<file path="config.mk">
export PLATFORM = sky130hd
export DESIGN_NAME = clock_prescaler_sleep_ctrl
export DESIGN_NICKNAME = d
export VERILOG_FILES = /design/src/design/clock_prescaler_sleep_ctrl.v /design/src/design/ripple_prescaler.v
export VERILOG_INCLUDE_DIRS = /design/src /design/src/design
export SDC_FILE = /design/constraint.sdc
export NUM_CORES = 1
export LEC_CHECK = 0
export BUFFER_PORTS_ARGS = -buffer_cell sky130_fd_sc_hd__buf_2
export CAP_MARGIN = 40
export CORE_UTILIZATION = 49
export DETAILED_ROUTE_END_ITERATION = 12
export PLACE_DENSITY = 0.87
export SLEW_MARGIN = 40
export SYNTH_ARGS = -nofsm -noshare
export SYNTH_HDL_FRONTEND = slang
export SYNTH_HIERARCHICAL = 1
export SYNTH_SLANG_ARGS = --single-unit
</file>
<file path="constraint.sdc">
create_clock -name clk_sys -period 2.7 [get_ports clk_sys]
set_input_delay 0.405 -clock clk_sys [delete_from_list [all_inputs] [get_ports clk_sys]]
set_output_delay 0.405 -clock clk_sys [all_outputs]
set_load 0.01 [all_outputs]
</file>
<file path="src/design/clock_prescaler_defines.vh">
// Constants for the clock prescaler and sleep controller
// Assumes inclusion by the design files and the bench alike
`ifndef CLOCK_PRESCALER_DEFINES_VH
`define CLOCK_PRESCALER_DEFINES_VH

// Register byte addresses on the Avalon-MM slave
`define ADDR_PRESCALE        4'h0
`define ADDR_SLEEP           4'h4
`define ADDR_STATUS          4'h8
`define ADDR_W               4

// Prescale control register fields
`define UNLOCK_BIT           7
`define DIVSEL_MSB           3
`define DIVSEL_RESET_FAST    4'h0
`define DIVSEL_RESET_DIV8    4'h3
`define DIVSEL_MAX           4'h8
`define UNLOCK_WINDOW        3'h4

// Sleep mode control register fields
`define SLEEP_EN_BIT         0
`define SMODE_LSB            1
`define SMODE_MSB            3
`define SMODE_IDLE           3'h0
`define SMODE_ADCNR          3'h1
`define SMODE_PDOWN          3'h2
`define SMODE_STANDBY        3'h6

// Wake timing
`define WAKE_HALT_CYCLES     4'h4
`define STANDBY_WAKE_CYCLES  16'h0006

// Wake source bit positions
`define WK_ADC               0
`define WK_EXTINT_EDGE       1
`define WK_EXTLEVEL          2
`define WK_TIMER             3
`define WK_SPM_EE            4
`define WK_PSC               5
`define WK_OTHER             6
`define WK_WIDTH             7

`endif

</file>
<file path="src/design/clock_prescaler_sleep_ctrl.v">
// Clock prescaler control and sleep controller with Avalon-MM registers
// Assumes a CPU sleep strobe, wake sources in the clk_sys domain, fuses
// stable after reset
`timescale 1ns/1ps
`include "clock_prescaler_defines.vh"

// Contract
// - Divide I/O, ADC, CPU, flash clocks by selected factor
// - Division change produces no glitch nor faster intermediate clock
// - New rate active within old period plus one to two new
// - Unlock bit updates only when other bits are written zero
// - Unlock clears four cycles after set or on divider write
// - Rewriting unlock inside window neither restarts nor clears it
// - Select values zero to eight give factors 1 to 256
// - Reset loads 0000 or 0011 from divide-by-eight fuse
// - Sleep entered only on sleep instruction with enable set
// - Mode codes: 000 idle, 001 ADC, 010 down, 110 standby
// - Interrupt wake halts CPU four cycles beyond start-up
// - Reset during sleep wakes and restarts from reset vector
// - Idle stops CPU and flash clocks; any interrupt wakes
// - Idle or ADC mode with ADC enabled starts conversion
// - ADC mode halts I/O, CPU, flash clocks; ADC runs
// - ADC mode wakes only on listed sources
// - Power-down stops oscillator and all generated clocks
// - Power-down wakes on level interrupt or power stage only
// - Power-down wake waits start-up delay from clock fuses
// - Standby as power-down with oscillator on, wakes on level interrupt only, six-cycle wake
module clock_prescaler_sleep_ctrl
#(
  parameter STARTUP_CYCLES = 16'h0400
)
(
  input  wire                  clk_sys,
  input  wire                  reset,
  input  wire [`ADDR_W-1:0]    address,
  input  wire                  read,
  input  wire                  write,
  input  wire [31:0]           writedata,
  output reg  [31:0]           readdata,
  output reg                   waitrequest,
  input  wire                  divide_by_eight_fuse,
  input  wire [3:0]            clock_source_fuses,
  input  wire                  sleep_instr,
  input  wire                  adc_enabled,
  input  wire [`WK_WIDTH-1:0]  wake_sources,
  output reg                   clk_cpu_en,
  output reg                   clk_flash_en,
  output reg                   clk_io_en,
  output reg                   clk_adc_en,
  output reg                   osc_en,
  output reg                   adc_start,
  output reg                   cpu_halt,
  output reg                   asleep
);

  localparam ST_RUN   = 4'b0001;
  localparam ST_SLEEP = 4'b0010;
  localparam ST_START = 4'b0100;
  localparam ST_HALT  = 4'b1000;

  reg  [3:0]  div_sel_reg;
  reg         unlock_reg;
  reg  [2:0]  unlock_cnt_reg;
  reg         div_load_reg;
  reg  [2:0]  smode_reg;
  reg         sleep_en_reg;
  reg  [3:0]  state_reg;
  reg  [2:0]  cur_mode_reg;
  reg  [15:0] wait_cnt_reg;
  reg         fuse_taken_reg;
  wire        tick;
  wire [3:0]  div_active;

  wire wr_acc = write & ~waitrequest;
  wire rd_acc = read & ~waitrequest;
  wire wr_pre = wr_acc && (address == `ADDR_PRESCALE);
  wire wr_slp = wr_acc && (address == `ADDR_SLEEP);
  wire only_unlock = writedata[`UNLOCK_BIT] && (writedata[6:0] == 7'h00);

  // Wake filter per sleep mode
  function wake_allowed;
    input [2:0]           mode;
    input [`WK_WIDTH-1:0] src;
    begin
      case (mode)
        `SMODE_IDLE:    wake_allowed = |src;
        `SMODE_ADCNR:   wake_allowed = src[`WK_ADC] | src[`WK_TIMER]
                                       | src[`WK_SPM_EE]
                                       | src[`WK_EXTLEVEL];
        `SMODE_PDOWN:   wake_allowed = src[`WK_EXTLEVEL] | src[`WK_PSC];
        `SMODE_STANDBY: wake_allowed = src[`WK_EXTLEVEL];
        default:        wake_allowed = 1'b0;
      endcase
    end
  endfunction

  function mode_valid;
    input [2:0] mode;
    begin
      mode_valid = (mode == `SMODE_IDLE) || (mode == `SMODE_ADCNR)
                   || (mode == `SMODE_PDOWN) || (mode == `SMODE_STANDBY);
    end
  endfunction

  ripple_prescaler
  #(
    .CNT_W (8)
  )
  u_prescaler
  (
    .clk_sys    (clk_sys),
    .reset      (reset),
    .div_sel    (div_sel_reg),
    .div_load   (div_load_reg),
    .tick       (tick),
    .div_active (div_active)
  );

  // Bus slave: one wait state, then answer
  always @(posedge clk_sys or posedge reset)
  begin
    if (reset)
    begin
      waitrequest <= 1'b1;
      readdata    <= 32'h0000_0000;
    end
    else
    begin
      waitrequest <= ~((read | write) & waitrequest);
      if ((read & waitrequest))
      begin
        case (address)
          // Bits six to four read zero
          `ADDR_PRESCALE: readdata <= {24'h00_0000, unlock_reg, 3'b000,
                                       div_sel_reg};
          `ADDR_SLEEP:    readdata <= {28'h000_0000, smode_reg,
                                       sleep_en_reg};
          `ADDR_STATUS:   readdata <= {20'h0_0000, state_reg,
                                       div_active, 1'b0, cur_mode_reg};
          default:        readdata <= 32'h0000_0000;
        endcase
      end
    end
  end

  // Prescale control register
  always @(posedge clk_sys or posedge reset)
  begin
    if (reset)
    begin
      div_sel_reg    <= `DIVSEL_RESET_FAST;
      unlock_reg     <= 1'b0;
      unlock_cnt_reg <= 3'h0;
      div_load_reg   <= 1'b0;
      fuse_taken_reg <= 1'b0;
    end
    else
    begin
      div_load_reg <= 1'b0;
      if (!fuse_taken_reg)
      begin
        fuse_taken_reg <= 1'b1;
        div_sel_reg    <= divide_by_eight_fuse ? `DIVSEL_RESET_DIV8
                                               : `DIVSEL_RESET_FAST;
        div_load_reg   <= 1'b1;
      end
      else if (wr_pre && !writedata[`UNLOCK_BIT] && unlock_reg)
      begin
        unlock_reg <= 1'b0;
        if (writedata[`DIVSEL_MSB:0] <= `DIVSEL_MAX)
        begin
          div_sel_reg  <= writedata[`DIVSEL_MSB:0];
          div_load_reg <= 1'b1;
        end
      end
      // Unlock only with other bits zero
      else if (wr_pre && only_unlock && !unlock_reg)
      begin
        unlock_reg     <= 1'b1;
        unlock_cnt_reg <= `UNLOCK_WINDOW;
      end
      else if (unlock_reg)
      begin
        unlock_cnt_reg <= unlock_cnt_reg - 3'h1;
        if (unlock_cnt_reg == 3'h1)
          unlock_reg <= 1'b0;
      end
    end
  end

  // Sleep mode control register
  always @(posedge clk_sys or posedge reset)
  begin
    if (reset)
    begin
      smode_reg    <= `SMODE_IDLE;
      sleep_en_reg <= 1'b0;
    end
    else if (wr_slp)
    begin
      smode_reg    <= writedata[`SMODE_MSB:`SMODE_LSB];
      sleep_en_reg <= writedata[`SLEEP_EN_BIT];
    end
  end

  // Sleep state machine
  always @(posedge clk_sys or posedge reset)
  begin
    if (reset)
    begin
      state_reg    <= ST_RUN;
      cur_mode_reg <= `SMODE_IDLE;
      wait_cnt_reg <= 16'h0000;
      adc_start    <= 1'b0;
    end
    else
    begin
      adc_start <= 1'b0;
      case (state_reg)
        ST_RUN:
        begin
          if (sleep_instr && sleep_en_reg && mode_valid(smode_reg))
          begin
            state_reg    <= ST_SLEEP;
            cur_mode_reg <= smode_reg;
            adc_start    <= adc_enabled && ((smode_reg == `SMODE_IDLE)
                            || (smode_reg == `SMODE_ADCNR));
          end
        end
        ST_SLEEP:
        begin
          if (wake_allowed(cur_mode_reg, wake_sources))
          begin
            state_reg <= ST_START;
            if (cur_mode_reg == `SMODE_PDOWN)
              wait_cnt_reg <= (clock_source_fuses == 4'h0)
                              ? `STANDBY_WAKE_CYCLES
                              : STARTUP_CYCLES[15:0];
            else if (cur_mode_reg == `SMODE_STANDBY)
              wait_cnt_reg <= `STANDBY_WAKE_CYCLES;
            else
              wait_cnt_reg <= 16'h0001;
          end
        end
        ST_START:
        begin
          wait_cnt_reg <= wait_cnt_reg - 16'h0001;
          if (wait_cnt_reg == 16'h0001)
          begin
            state_reg    <= ST_HALT;
            wait_cnt_reg <= {12'h000, `WAKE_HALT_CYCLES};
          end
        end
        ST_HALT:
        begin
          wait_cnt_reg <= wait_cnt_reg - 16'h0001;
          if (wait_cnt_reg == 16'h0001)
            state_reg <= ST_RUN;
        end
        default:
          state_reg <= ST_RUN;
      endcase
    end
  end

  // Clock domain gating
  always @(posedge clk_sys or posedge reset)
  begin
    if (reset)
    begin
      clk_cpu_en   <= 1'b0;
      clk_flash_en <= 1'b0;
      clk_io_en    <= 1'b0;
      clk_adc_en   <= 1'b0;
      osc_en       <= 1'b1;
      cpu_halt     <= 1'b0;
      asleep       <= 1'b0;
    end
    else
    begin
      asleep   <= (state_reg == ST_SLEEP);
      cpu_halt <= (state_reg != ST_RUN);
      if (state_reg == ST_RUN)
      begin
        clk_cpu_en   <= tick;
        clk_flash_en <= tick;
        clk_io_en    <= tick;
        clk_adc_en   <= tick;
        osc_en       <= 1'b1;
      end
      else
      begin
        clk_cpu_en   <= 1'b0;
        clk_flash_en <= 1'b0;
        clk_io_en    <= tick && (state_reg == ST_SLEEP)
                        && (cur_mode_reg == `SMODE_IDLE);
        clk_adc_en   <= tick && (state_reg == ST_SLEEP)
                        && ((cur_mode_reg == `SMODE_IDLE)
                        || (cur_mode_reg == `SMODE_ADCNR));
        osc_en       <= !((state_reg == ST_SLEEP)
                        && (cur_mode_reg == `SMODE_PDOWN));
      end
    end
  end

endmodule // clock_prescaler_sleep_ctrl

</file>
<file path="src/design/ripple_prescaler.v">
// Glitch-free power-of-two clock enable divider
// Assumes clk_sys is the undivided source and div_sel is stable per request
`timescale 1ns/1ps
`include "clock_prescaler_defines.vh"

module ripple_prescaler
#(
  parameter CNT_W = 8
)
(
  input  wire             clk_sys,
  input  wire             reset,
  input  wire [3:0]       div_sel,
  input  wire             div_load,
  output reg              tick,
  output reg  [3:0]       div_active
);

  reg [CNT_W-1:0] count_reg;
  reg [3:0]       pending_reg;
  reg             pend_flag_reg;

  function [CNT_W-1:0] div_mask;
    input [3:0] sel;
    begin
      div_mask = (({{(CNT_W-1){1'b0}}, 1'b1} << sel) - 1'b1);
    end
  endfunction

  wire [CNT_W-1:0] mask_old = div_mask(div_active);
  wire             old_edge = ((count_reg & mask_old) == mask_old);

  always @(posedge clk_sys or posedge reset)
  begin
    if (reset)
    begin
      count_reg     <= {CNT_W{1'b0}};
      tick          <= 1'b0;
      div_active    <= 4'h0;
      pending_reg   <= 4'h0;
      pend_flag_reg <= 1'b0;
    end
    else
    begin
      tick      <= old_edge;
      count_reg <= old_edge ? {CNT_W{1'b0}} : count_reg + 1'b1;
      if (div_load)
      begin
        pending_reg   <= div_sel;
        pend_flag_reg <= 1'b1;
      end
      else if (pend_flag_reg && old_edge)
      begin
        div_active    <= pending_reg;
        pend_flag_reg <= 1'b0;
      end
    end
  end

endmodule // ripple_prescaler

</file>
==> results by group, run 1 <==
Critical path
  • CP delay by family, top: simple AND/OR/NAND/NOR gates
  • Critical-path cell list: or4_1 -> ha_1 -> or3_2 -> a211o_1 -> nand4_4 -> nor4_4 -> mux2_1
  • FF-to-FF End: u_prescaler/div_active[0]
  • Worst Setup SP: u_prescaler/div_active[0]
  • CP arrival: 2.84 ns
  • Crit path capture type: register
  • Reg2reg path depth: 7
  • R2r setup slk: 0.10 ns
  • FF-to-FF Start: u_prescaler/div_active[0]
  • CP Depth: 7
  • Crit path buffers/inverters: 0
  • Startpoint Class: register
  • Crit Path Class: reg -> reg
  • Worst setup path end: u_prescaler/div_active[0]
  • Crit-path max cell delay: 0.57 ns
  • Max FO, Critical Path: 4
  • Required @ worst endpoint: 2.94 ns
  • Slowest CP cell: or4_1

Route
  • Detailed Routing Iterations Pass 1: 4
  • Initial DRC Count: 133
  • Wirelength per Cell: 15.6 um
  • WL final: 8.62 mm
  • Antenna-violating nets left: 0
  • # DRC: 0
  • Vias: 3153
  • Vias per Instance: 5.69

Placed design
  • Dpl cells: 538
  • Gpl congestion: 0.889
  • Placed Area: 4330 um2
  • Post-DP HPWL: 6.27 mm
  • # port buffers: 50

Clock tree
  • Clk buf depth: 2
  • Clk Latency, worst-skew pair: 0.36 ns
  • Clock slew at reported path FFs: 0.08 ns
  • CTS buffer count: 9
  • CTS tree: yes
  • Htree depth: 3
  • Root buffer cell: clkbuf_8
  • Clk sinks: 75

Power
  • Pwr Total: 3.41 mW
  • Leak: 2.34 nW
  • Peak supply drop: 0.000550 V
  • Power Density: 739 nW/um2

Timing
  • Final setup fails: 0
  • RSZ-0062 raised after global routing: no
  • Setup tns final: 0 ns
  • Hold Worst Slack: 0.120 ns
  • Clock Skews: 0.00648 ns
  • Final hold viol count: 0
  • Final worst-path cycle share: 96.2%
  • Max Transition Viols Final: 0
  • Worst-Margin Slew: 0.706 ns
  • Fin crit period: 2.60 ns
  • Fmax: 0.385 GHz
  • Slew margin rel.: 52.2%

Hold path
  • Worst hold path class: in -> async

Layout
  • Fill count: 672
  • Fin area: 4610 um2
  • Fraction of layout instances using a drive strength above 1: 24.3%
  • Final nets: 507
  • Max FFs per register: 16
  • Most frequent cells in the layout: dfrtp_1 (72), buf_2 (50), nand2_1 (31)
  • Layout Cells excl Fill: 554
  • # diodes: 0
  • Commonest non-fill, non-tap cell in the layout: dfrtp_1
  • Area grow syn2layout: 14.8%

Floorplan
  • Die span in y: 92.6 um
  • Row Count: 32
  • Core Area: 7850 um2
  • Boundary pin count: 95
  • Chip Width: 92.6 um
  • Initial core utilization: 51.2%
  • Full die area: 8570 um2

Global route
  • Largest net degree at the start of global routing: 46
  • Total gr overflow: 0
  • Vias in the first global route: 2986
  • Initial antenna violation count: 0
  • Tot GR Track Use: 21.4%
  • First-pass GRT wire length: 14.1 mm

Logic synthesis
  • Largest family of logic cells by synthesized area: simple AND/OR/NAND/NOR gates
  • Avg Cell Area, Syn: 10.3 um2
  • Post-synthesis mux area share: 6.01%
  • Async SR Flop Fraction: 100%
  • Post-Synth XOR/XNOR Area: 1.74%
  • Simple-Gate Fraction of Synth Area: 19.9%
  • Synth warn: 6
  • Number of flops mapped to enable cells by yosys: 0
  • Synth Instances: 389
  • Mapped cell area: 4020 um2
  • Complex-gate fraction of the synthesized area: 16.3%
  • Synthesized-area fraction occupied by adder cells: 1.87%
  • Post-synthesis register bit count: 75
  • Seq/Total Area, Yosys: 46.8%
  • Post-synth cell types: 76
  • Dominant synthesized flop cell: dfrtp_1

Outcome
  • Status: finished, final reports clean

Flow run
  • Max Cap Viol: 0
## through the flow
stage	worst slack, ns	util, %
final	0.102	58.8
after global routing	0.0288	58.8
after CTS	0.0221	58.5
after detailed placement	0.0431	55.1
after global placement	0.0626	55.1
after floorplan	0.0701	-
## synth_stat cells (all sizes together), types with 8 or more instances
library cell	n	area share, %
dfrtp	72	45
nand2	31	2.9
buf	27	5.0
nor2	26	2.4
inv	19	1.8
o21ai	18	2.5
mux2	17	4.8
nor3	14	2.1
a21oi	10	1.3
a22o	10	2.2
a21o	9	1.7
nor2b	9	1.4
nor4	8	1.8
## power by group
| part | switching, mW | internal, mW |
|---|---|---|
| clock | 0.426 | 0.705 |
| sequential | 0.138 | 1.27 |
| combinational | 0.483 | 0.386 |
| total | 1.05 | 2.36 |
## metal layers
| layer | GRT usage [%] | share of wire (%) | up-vias |
|---|---|---|---|
| met4 | 5.86 | 1.2 | 0 |
| met5 | 0 | 0 | - |
| li1 | - | - | 1481 |
| met1 | 25.7 | 42 | 1558 |
| met3 | 6.40 | 4.9 | 11 |
| met2 | 37.0 | 52 | 103 |
## cell families (layout without fill, tap and decap cells)
family                   after synthesis  after routing
AO/OA/AOI/OAI                         87             87
flip-flops                            75             75
AND/OR/NAND/NOR                      138            138
adder cells (fa/ha/maj)                6              6
other                                  2             21
buffers and inverters                 51             95
XOR/XNOR                               8              8
multiplexers                          22             22
## how the worst min path moves through the flow
stage | startpoint | to | slack [ns] | depth (start not counted)
after floorplan | reset | u_prescaler/count_reg[0] | 0.34 | 1
after global placement | readdata[3] | readdata[3] | 0.46 | 2
after detailed placement | waitrequest | waitrequest | 0.47 | 1
after CTS | reset | div_load_reg | 0.12 | 2
after global routing | reset | div_load_reg | 0.14 | 2
final | reset | state_reg[3] | 0.12 | 2
## worst reg2reg max path, cell delays in order (launching register included)
cell     delay (ns)
dfrtp_1        0.38
or4_1          0.57
ha_1           0.27
or3_2          0.41
a211o_1        0.30
nand4_4        0.14
nor4_4         0.07
mux2_1         0.34
## layout make-up
cell class	count	area (um2)	share of cell area [%]
clock buffers	9	124	2.69
clock inverters	7	140	3.04
repair buffers	60	325	7.06
inverters	19	73.8	1.60
flip-flops and latches	75	1880	40.8
multi-input cells	282	1940	42.1
well taps	102	128	2.77
## timing repair
| item | in CTS | in global routing |
|---|---|---|
| setup buffers | 0 | 0 |
| resized for setup | 0 | 2 |
| hold buffers | 0 | 0 |
| endpoints found under the setup margin | 0 | 14 |
(Power assumes the default switching activity.)
==> run 2: changes to the inputs <==
- PLACE_DENSITY: 0.87 -> 0.8
==> run 2 against run 1 <==
  * Power is 6.3% lower
  * Sequential power hardly changed
  * Non-clock buffer count is 1 lower
  * Flip-flop and latch count stayed put
  * Combinational power is 2.9% lower
  * Clock-buffer cell count is 1 higher
  * Utilization is 0.77 points lower
  * First-iteration DRC count is 19% higher
  * Critical path type unchanged
  * Highest routed layer unchanged
==> results by group, run 2 (synthesized netlist as in run 1, its figures left out) <==
Critical path
  • CP delay by family, top: simple AND/OR/NAND/NOR gates
  • Reg2reg path depth: 7 (unchanged)
  • FF-to-FF Start: u_prescaler/div_active[0]
  • Required @ worst endpoint: 2.93 ns (about the same)
  • R2r setup slk: 0.11 ns (about the same)
  • Critical-path cell list: or4_1 -> ha_1 -> or3_2 -> a211o_1 -> nand4_4 -> nor4_4 -> mux2_1
  • Max FO, Critical Path: 4 (unchanged)
  • Slowest CP cell: or4_1
  • Crit path capture type: register
  • Crit-path max cell delay: 0.58 ns (about the same)
  • Crit Path Class: reg -> reg
  • Startpoint Class: register
  • CP arrival: 2.82 ns (-0.02 ns)
  • FF-to-FF End: u_prescaler/div_active[0]
  • Crit path buffers/inverters: 0 (unchanged)

Layout
  • # diodes: 0 (unchanged)
  • Most frequent cells in the layout: dfrtp_1 (72), buf_2 (50), nand2_1 (31)
  • Area grow syn2layout: 13.3%
  • Final nets: 506 (-0.20%)
  • Max FFs per register: 16 (unchanged)
  • Fraction of layout instances using a drive strength above 1: 23.9% (-0.39 points)
  • Commonest non-fill, non-tap cell in the layout: dfrtp_1

Route
  • Initial DRC Count: 158 (+19%)
  • Wirelength per Cell: 15.1 um (-3.0%)
  • Vias: 3140 (-0.41%)
  • Antenna-violating nets left: 0 (unchanged)
  • WL final: 8.35 mm (-3.1%)
  • Vias per Instance: 5.68 (-0.23%)
  • # DRC: 0 (unchanged)
  • Detailed Routing Iterations Pass 1: 5 (+1)

Timing
  • Max Transition Viols Final: 0 (unchanged)
  • Worst-Margin Slew: 0.678 ns (-0.0277 ns)
  • Fin crit period: 2.59 ns (-0.00962 ns)
  • Final setup fails: 0 (unchanged)
  • Slew margin rel.: 54.1% (+1.9 points)
  • Hold Worst Slack: 0.114 ns (-0.00590 ns)
  • RSZ-0062 raised after global routing: no
  • Setup tns final: 0 ns (unchanged)
  • Final hold viol count: 0 (unchanged)
  • Clock Skews: 0.0112 ns (+0.00471 ns)
  • Final worst-path cycle share: 95.9% (-0.36 points)
  • Fmax: 0.386 GHz (+0.37%)

Floorplan
  • Row Count: 32 (unchanged)
  • Boundary pin count: 95 (unchanged)
  • Full die area: 8570 um2 (unchanged)
  • Core Area: 7850 um2 (unchanged)
  • Initial core utilization: 51.2% (unchanged)
  • Chip Width: 92.6 um (unchanged)
  • Die span in y: 92.6 um (unchanged)

Placed design
  • Gpl congestion: 0.874 (-1.8%)
  • # port buffers: 50 (unchanged)
  • Post-DP HPWL: 6.06 mm (-3.3%)

Power
  • Power Density: 701 nW/um2 (-5.0%)
  • Pwr Total: 3.19 mW (-6.3%)
  • Leak: 2.31 nW (-1.3%)
  • Peak supply drop: 0.000500 V (-9.2%)

Global route
  • Largest net degree at the start of global routing: 33 (-28%)
  • Total gr overflow: 0 (unchanged)
  • Initial antenna violation count: 0 (unchanged)
  • Tot GR Track Use: 21.0% (-0.34 points)
  • Vias in the first global route: 2982 (-0.13%)
  • First-pass GRT wire length: 14.0 mm (-0.93%)

Clock tree
  • Resized Gates After CTS: 0 (unchanged)
  • Htree depth: 3 (unchanged)
  • Clk buf depth: 2 (unchanged)
  • Post-CTS Hold Buffers: 0 (unchanged)
  • Post-CTS Setup Inserts: 0 (unchanged)
  • Clk Latency, worst-skew pair: 0.36 ns (about the same)
  • CTS tree: yes
  • CTS buffer count: 9 (unchanged)
  • Root buffer cell: clkbuf_8
  • Clk sinks: 75 (unchanged)
  • Clock slew at reported path FFs: 0.08 ns (about the same)

Hold path
  • Worst hold path class: in -> async

Flow run
  • Max Cap Viol: 0 (unchanged)

Outcome
  • Status: finished, final reports clean
==> run 2: cell types whose count changed in the layout (fill, tap and decap cells not counted) <==
| cell | previous run | this run |
|---|---|---|
| buf_12 | 0 | 1 |
| buf_4 | 10 | 8 |
| bufinv_16 | 4 | 2 |
| clkbuf_1 | 0 | 1 |
| inv_2 | 0 | 1 |
| inv_4 | 1 | 0 |
| inv_6 | 0 | 1 |
| nor3_2 | 2 | 3 |
| nor3_4 | 1 | 0 |
| nor4b_2 | 1 | 2 |
| nor4b_4 | 1 | 0 |
==> run 2: routing by layer <==
metal | track usage [%] | share of wire, %
met1 | 26.1 | 43
met2 | 35.3 | 50
met3 | 5.83 | 6.0
met4 | 6.90 | 0.92
met5 | 0 | 0
==> run 2: where the power goes <==
part	switching, mW	leakage [nW]	total, mW	internal, mW
Sequential	0.136	0.977	1.40	1.27
Combinational	0.466	1.23	0.845	0.380
Clock	0.422	0.103	0.944	0.522
Total	1.02	2.31	3.19	2.17
==> run 2: how the worst max path moves through the flow <==
stage	end	slack, ns	startpoint	cells after the start
finish	u_prescaler/div_active[0]	0.11	u_prescaler/div_active[0]	7
global route	u_prescaler/div_active[3]	0.02	u_prescaler/div_active[0]	7
CTS	u_prescaler/div_active[0]	0.02	u_prescaler/div_active[0]	7
detailed placement	u_prescaler/div_active[0]	0.04	u_prescaler/div_active[0]	7
global placement	u_prescaler/div_active[0]	0.08	u_prescaler/div_active[0]	7
floorplan	u_prescaler/div_active[0]	0.07	u_prescaler/div_active[0]	7
==> run 2: per-stage QoR <==
stage | cells | utilization (%) | cell area (um2) | setup WS [ns]
after global placement | 537 | 55.1 | 4330 | 0.0766
after detailed placement | 537 | 55.1 | 4330 | 0.0388
final | 553 | 58.0 | 4550 | 0.112
after CTS | 553 | 57.9 | 4540 | 0.0166
after global routing | 553 | 58.0 | 4550 | 0.0194
after floorplan | 408 | - | 4090 | 0.0701
==> run 2: cell type report <==
type / count / area (um2)
Timing Repair Buffer: 59 / 330
Tap cell: 102 / 128
Multi-Input combinational cell: 282 / 1920
Clock inverter: 6 / 88.8
Fill cell: 684 / 3300
Sequential cell: 75 / 1880
Inverter: 19 / 71.3
Clock buffer: 10 / 128
==> run 3: changes to the inputs <==
- GPL_TIMING_DRIVEN: not set -> 0
==> run 3 against run 2 <==
  * Die area is the same
  * Routed wire length grew 3.4%
  * Cell count grew 4.9%
  * Combinational power grew 3.0%
  * Critical path depth is the same
  * Power shrank 4.1%
  * Clock skew shrank 0.0032 ns
  * Cell area grew 3.5%
  * Flip-flop and latch count is the same
  * Register-to-register slack lost 0.05 ns
  * Worst hold slack gained 0.11 ns
  * Largest power group unchanged
==> results by group, run 3 (synthesized netlist as in run 1, its figures left out) <==
Outcome
  • Status: finished, final reports clean

Route
  • Initial DRC Count: 158 (unchanged)
  • # DRC: 0 (unchanged)
  • Wirelength per Cell: 14.9 um (-1.5%)
  • Detailed Routing Iterations Pass 1: 4 (-1)
  • Antenna-violating nets left: 0 (unchanged)
  • WL final: 8.63 mm (+3.4%)
  • Vias: 3178 (+1.2%)
  • Vias per Instance: 5.48 (-3.5%)

Timing
  • Final hold viol count: 0 (unchanged)
  • RSZ-0062 raised after global routing: yes
  • Fin crit period: 2.64 ns (+0.0493 ns)
  • Worst-Margin Slew: 0.764 ns (+0.0857 ns)
  • Final worst-path cycle share: 97.7% (+1.8 points)
  • Final setup margin: 0.0627 ns (-0.0493 ns)
  • Final setup fails: 0 (unchanged)
  • Max Transition Viols Final: 0 (unchanged)
  • Slew margin rel.: 48.6% (-5.5 points)
  • Fmax: 0.379 GHz (-1.9%)
  • Hold Worst Slack: 0.224 ns (+0.111 ns)
  • Clock Skews: 0.00800 ns (-0.00319 ns)
  • Setup tns final: 0 ns (unchanged)

Power
  • Internal power: 2.02 mW (-6.9%)
  • Leak: 2.41 nW (+4.3%)
  • NetSw: 1.04 mW (+1.8%)
  • Combinational Power Share: 28.4% (+1.9 points)
  • Power Density: 650 nW/um2 (-7.4%)
  • Peak supply drop: 0.000421 V (-16%)
  • Pwr Total: 3.06 mW (-4.1%)
  • Clock Power Share: 24.6% (-5.0 points)
  • Sequential share of power: 47.0% (+3.0 points)
  • Switching Fraction: 34.0% (+2.0 points)

Layout
  • Most frequent cells in the layout: dfrtp_1 (70), buf_2 (54), nand2_1 (31)
  • Fraction of layout instances using a drive strength above 1: 28.0% (+4.1 points)
  • Max FFs per register: 16 (unchanged)
  • Layout Cells excl Fill: 580 (+4.9%)
  • Commonest non-fill, non-tap cell in the layout: dfrtp_1
  • # diodes: 0 (unchanged)
  • Final nets: 533 (+5.3%)
  • Register area: 1880 um2 (+0.13%)
  • Area grow syn2layout: 17.3%
  • Multi-input gate area: 1940 um2 (+1.0%)
  • Fill count: 670 (-2.0%)

Critical path
  • Crit Path Class: reg -> reg
  • Critical-path cell list: or4_4 -> ha_4 -> nor2_1 -> a221oi_2 -> nand4_4 -> nor4_4 -> mux2_1
  • Max FO, Critical Path: 7 (+3)
  • Startpoint Class: register
  • Slowest CP cell: or4_4
  • CP arrival: 2.87 ns (+0.05 ns)
  • Crit path capture type: register
  • Required @ worst endpoint: 2.93 ns (about the same)
  • Crit-path max cell delay: 0.58 ns (about the same)

Floorplan
  • Full die area: 8570 um2 (unchanged)
  • Core Area: 7850 um2 (unchanged)
  • Row Count: 32 (unchanged)
  • Chip Width: 92.6 um (unchanged)
  • Boundary pin count: 95 (unchanged)
  • Initial core utilization: 51.2% (unchanged)
  • Die span in y: 92.6 um (unchanged)

Clock tree
  • CTS tree: yes
  • Clk buf depth: 2 (unchanged)
  • Clk sinks: 75 (unchanged)
  • Clock slew at reported path FFs: 0.08 ns (about the same)
  • Htree depth: 3 (unchanged)
  • CTS buffer count: 9 (unchanged)
  • Clk Latency, worst-skew pair: 0.35 ns (about the same)
  • Root buffer cell: clkbuf_8

Global route
  • Tot GR Track Use: 21.3% (+0.23 points)
  • Initial antenna violation count: 0 (unchanged)
  • Vias in the first global route: 3041 (+2.0%)
  • Largest net degree at the start of global routing: 38 (+15%)
  • First-pass GRT wire length: 14.2 mm (+1.1%)
  • Total gr overflow: 0 (unchanged)

Flow run
  • Max Cap Viol: 0 (unchanged)

Placed design
  • # port buffers: 50 (unchanged)
  • Dpl cells: 561 (+4.5%)
  • Gpl congestion: 0.908 (+3.9%)
  • Post-DP HPWL: 6.34 mm (+4.6%)
  • Pre-CTS WS: -0.143 ns (-0.181 ns)

Hold path
  • Worst hold path class: in -> reg
==> run 3: cell types whose count changed in the layout (fill, tap and decap cells not counted), moves of 2 or more <==
cell,change
dfrtp_2,+2
buf_4,+15
buf_2,+4
bufinv_16,-2
dfrtp_1,-2
buf_6,+2
clkbuf_1,+5
==> run 3: final timing paths <==
path | depth (start not counted) | start | slack [ns] | to
max reg2reg | 7 | u_prescaler/div_active[0] | 0.06 | u_prescaler/div_active[1]
max | 7 | u_prescaler/div_active[0] | 0.06 | u_prescaler/div_active[1]
min in group asynchronous | 3 | reset | 0.58 | clk_io_en
min | 2 | read | 0.22 | waitrequest
max in group asynchronous | 3 | reset | 1.47 | u_prescaler/div_active[2]
min reg2reg | 1 | waitrequest | 0.48 | waitrequest
==> run 3: routing by layer <==
| layer | track usage, % | wire, um |
|---|---|---|
| met1 | 26.8 | 3760 |
| met5 | 0 | 0 |
| met4 | 6.90 | 142 |
| met2 | 34.9 | 4200 |
| met3 | 6.32 | 526 |
==> run 3: cell type report <==
class	count	area share (%)
well taps	102	2.71
clock buffers	10	2.71
repair buffers	54	6.27
flip-flops and latches	75	40.0
plain buffers	32	4.65
inverters	19	1.57
multi-input cells	282	41.3
clock inverters	6	0.876
==> run 3: timing repair <==
action | 4_1_cts | 5_1_grt
setup buffers | 0 | 3
pin swaps | 1 | 0
endpoints found under the hold margin | 3 | 0
resized for setup | 3 | 4
endpoints found under the setup margin | 14 | 13
hold buffers | 1 | 0
==> run 3: power groups by stage <==
stage                     sequential (mW)  clock (mW)  combinational [mW]
after global routing                 1.46       0.821               0.959
after global placement               1.44           0               0.751
after detailed placement             1.45           0               0.787
after CTS                            1.43       0.779               0.808
after floorplan                      1.41           0               0.613
final                                1.44       0.753               0.870
==> run 3: metrics by stage <==
stage / util, % / area [um2]
after floorplan: - / 4090
final: 60.0 / 4710
after detailed placement: 57.2 / 4490
after CTS: 59.6 / 4680
after global routing: 60.0 / 4710
after global placement: 56.9 / 4470
==> run 3: critical path: cells and delay by family (launching register included) <==
kind                     cells  cell delay, ns
AND/OR/NAND/NOR              4            1.15
flip-flops                   1            0.45
multiplexers                 1            0.38
adder cells (fa/ha/maj)      1            0.29
AO/OA/AOI/OAI                1            0.24
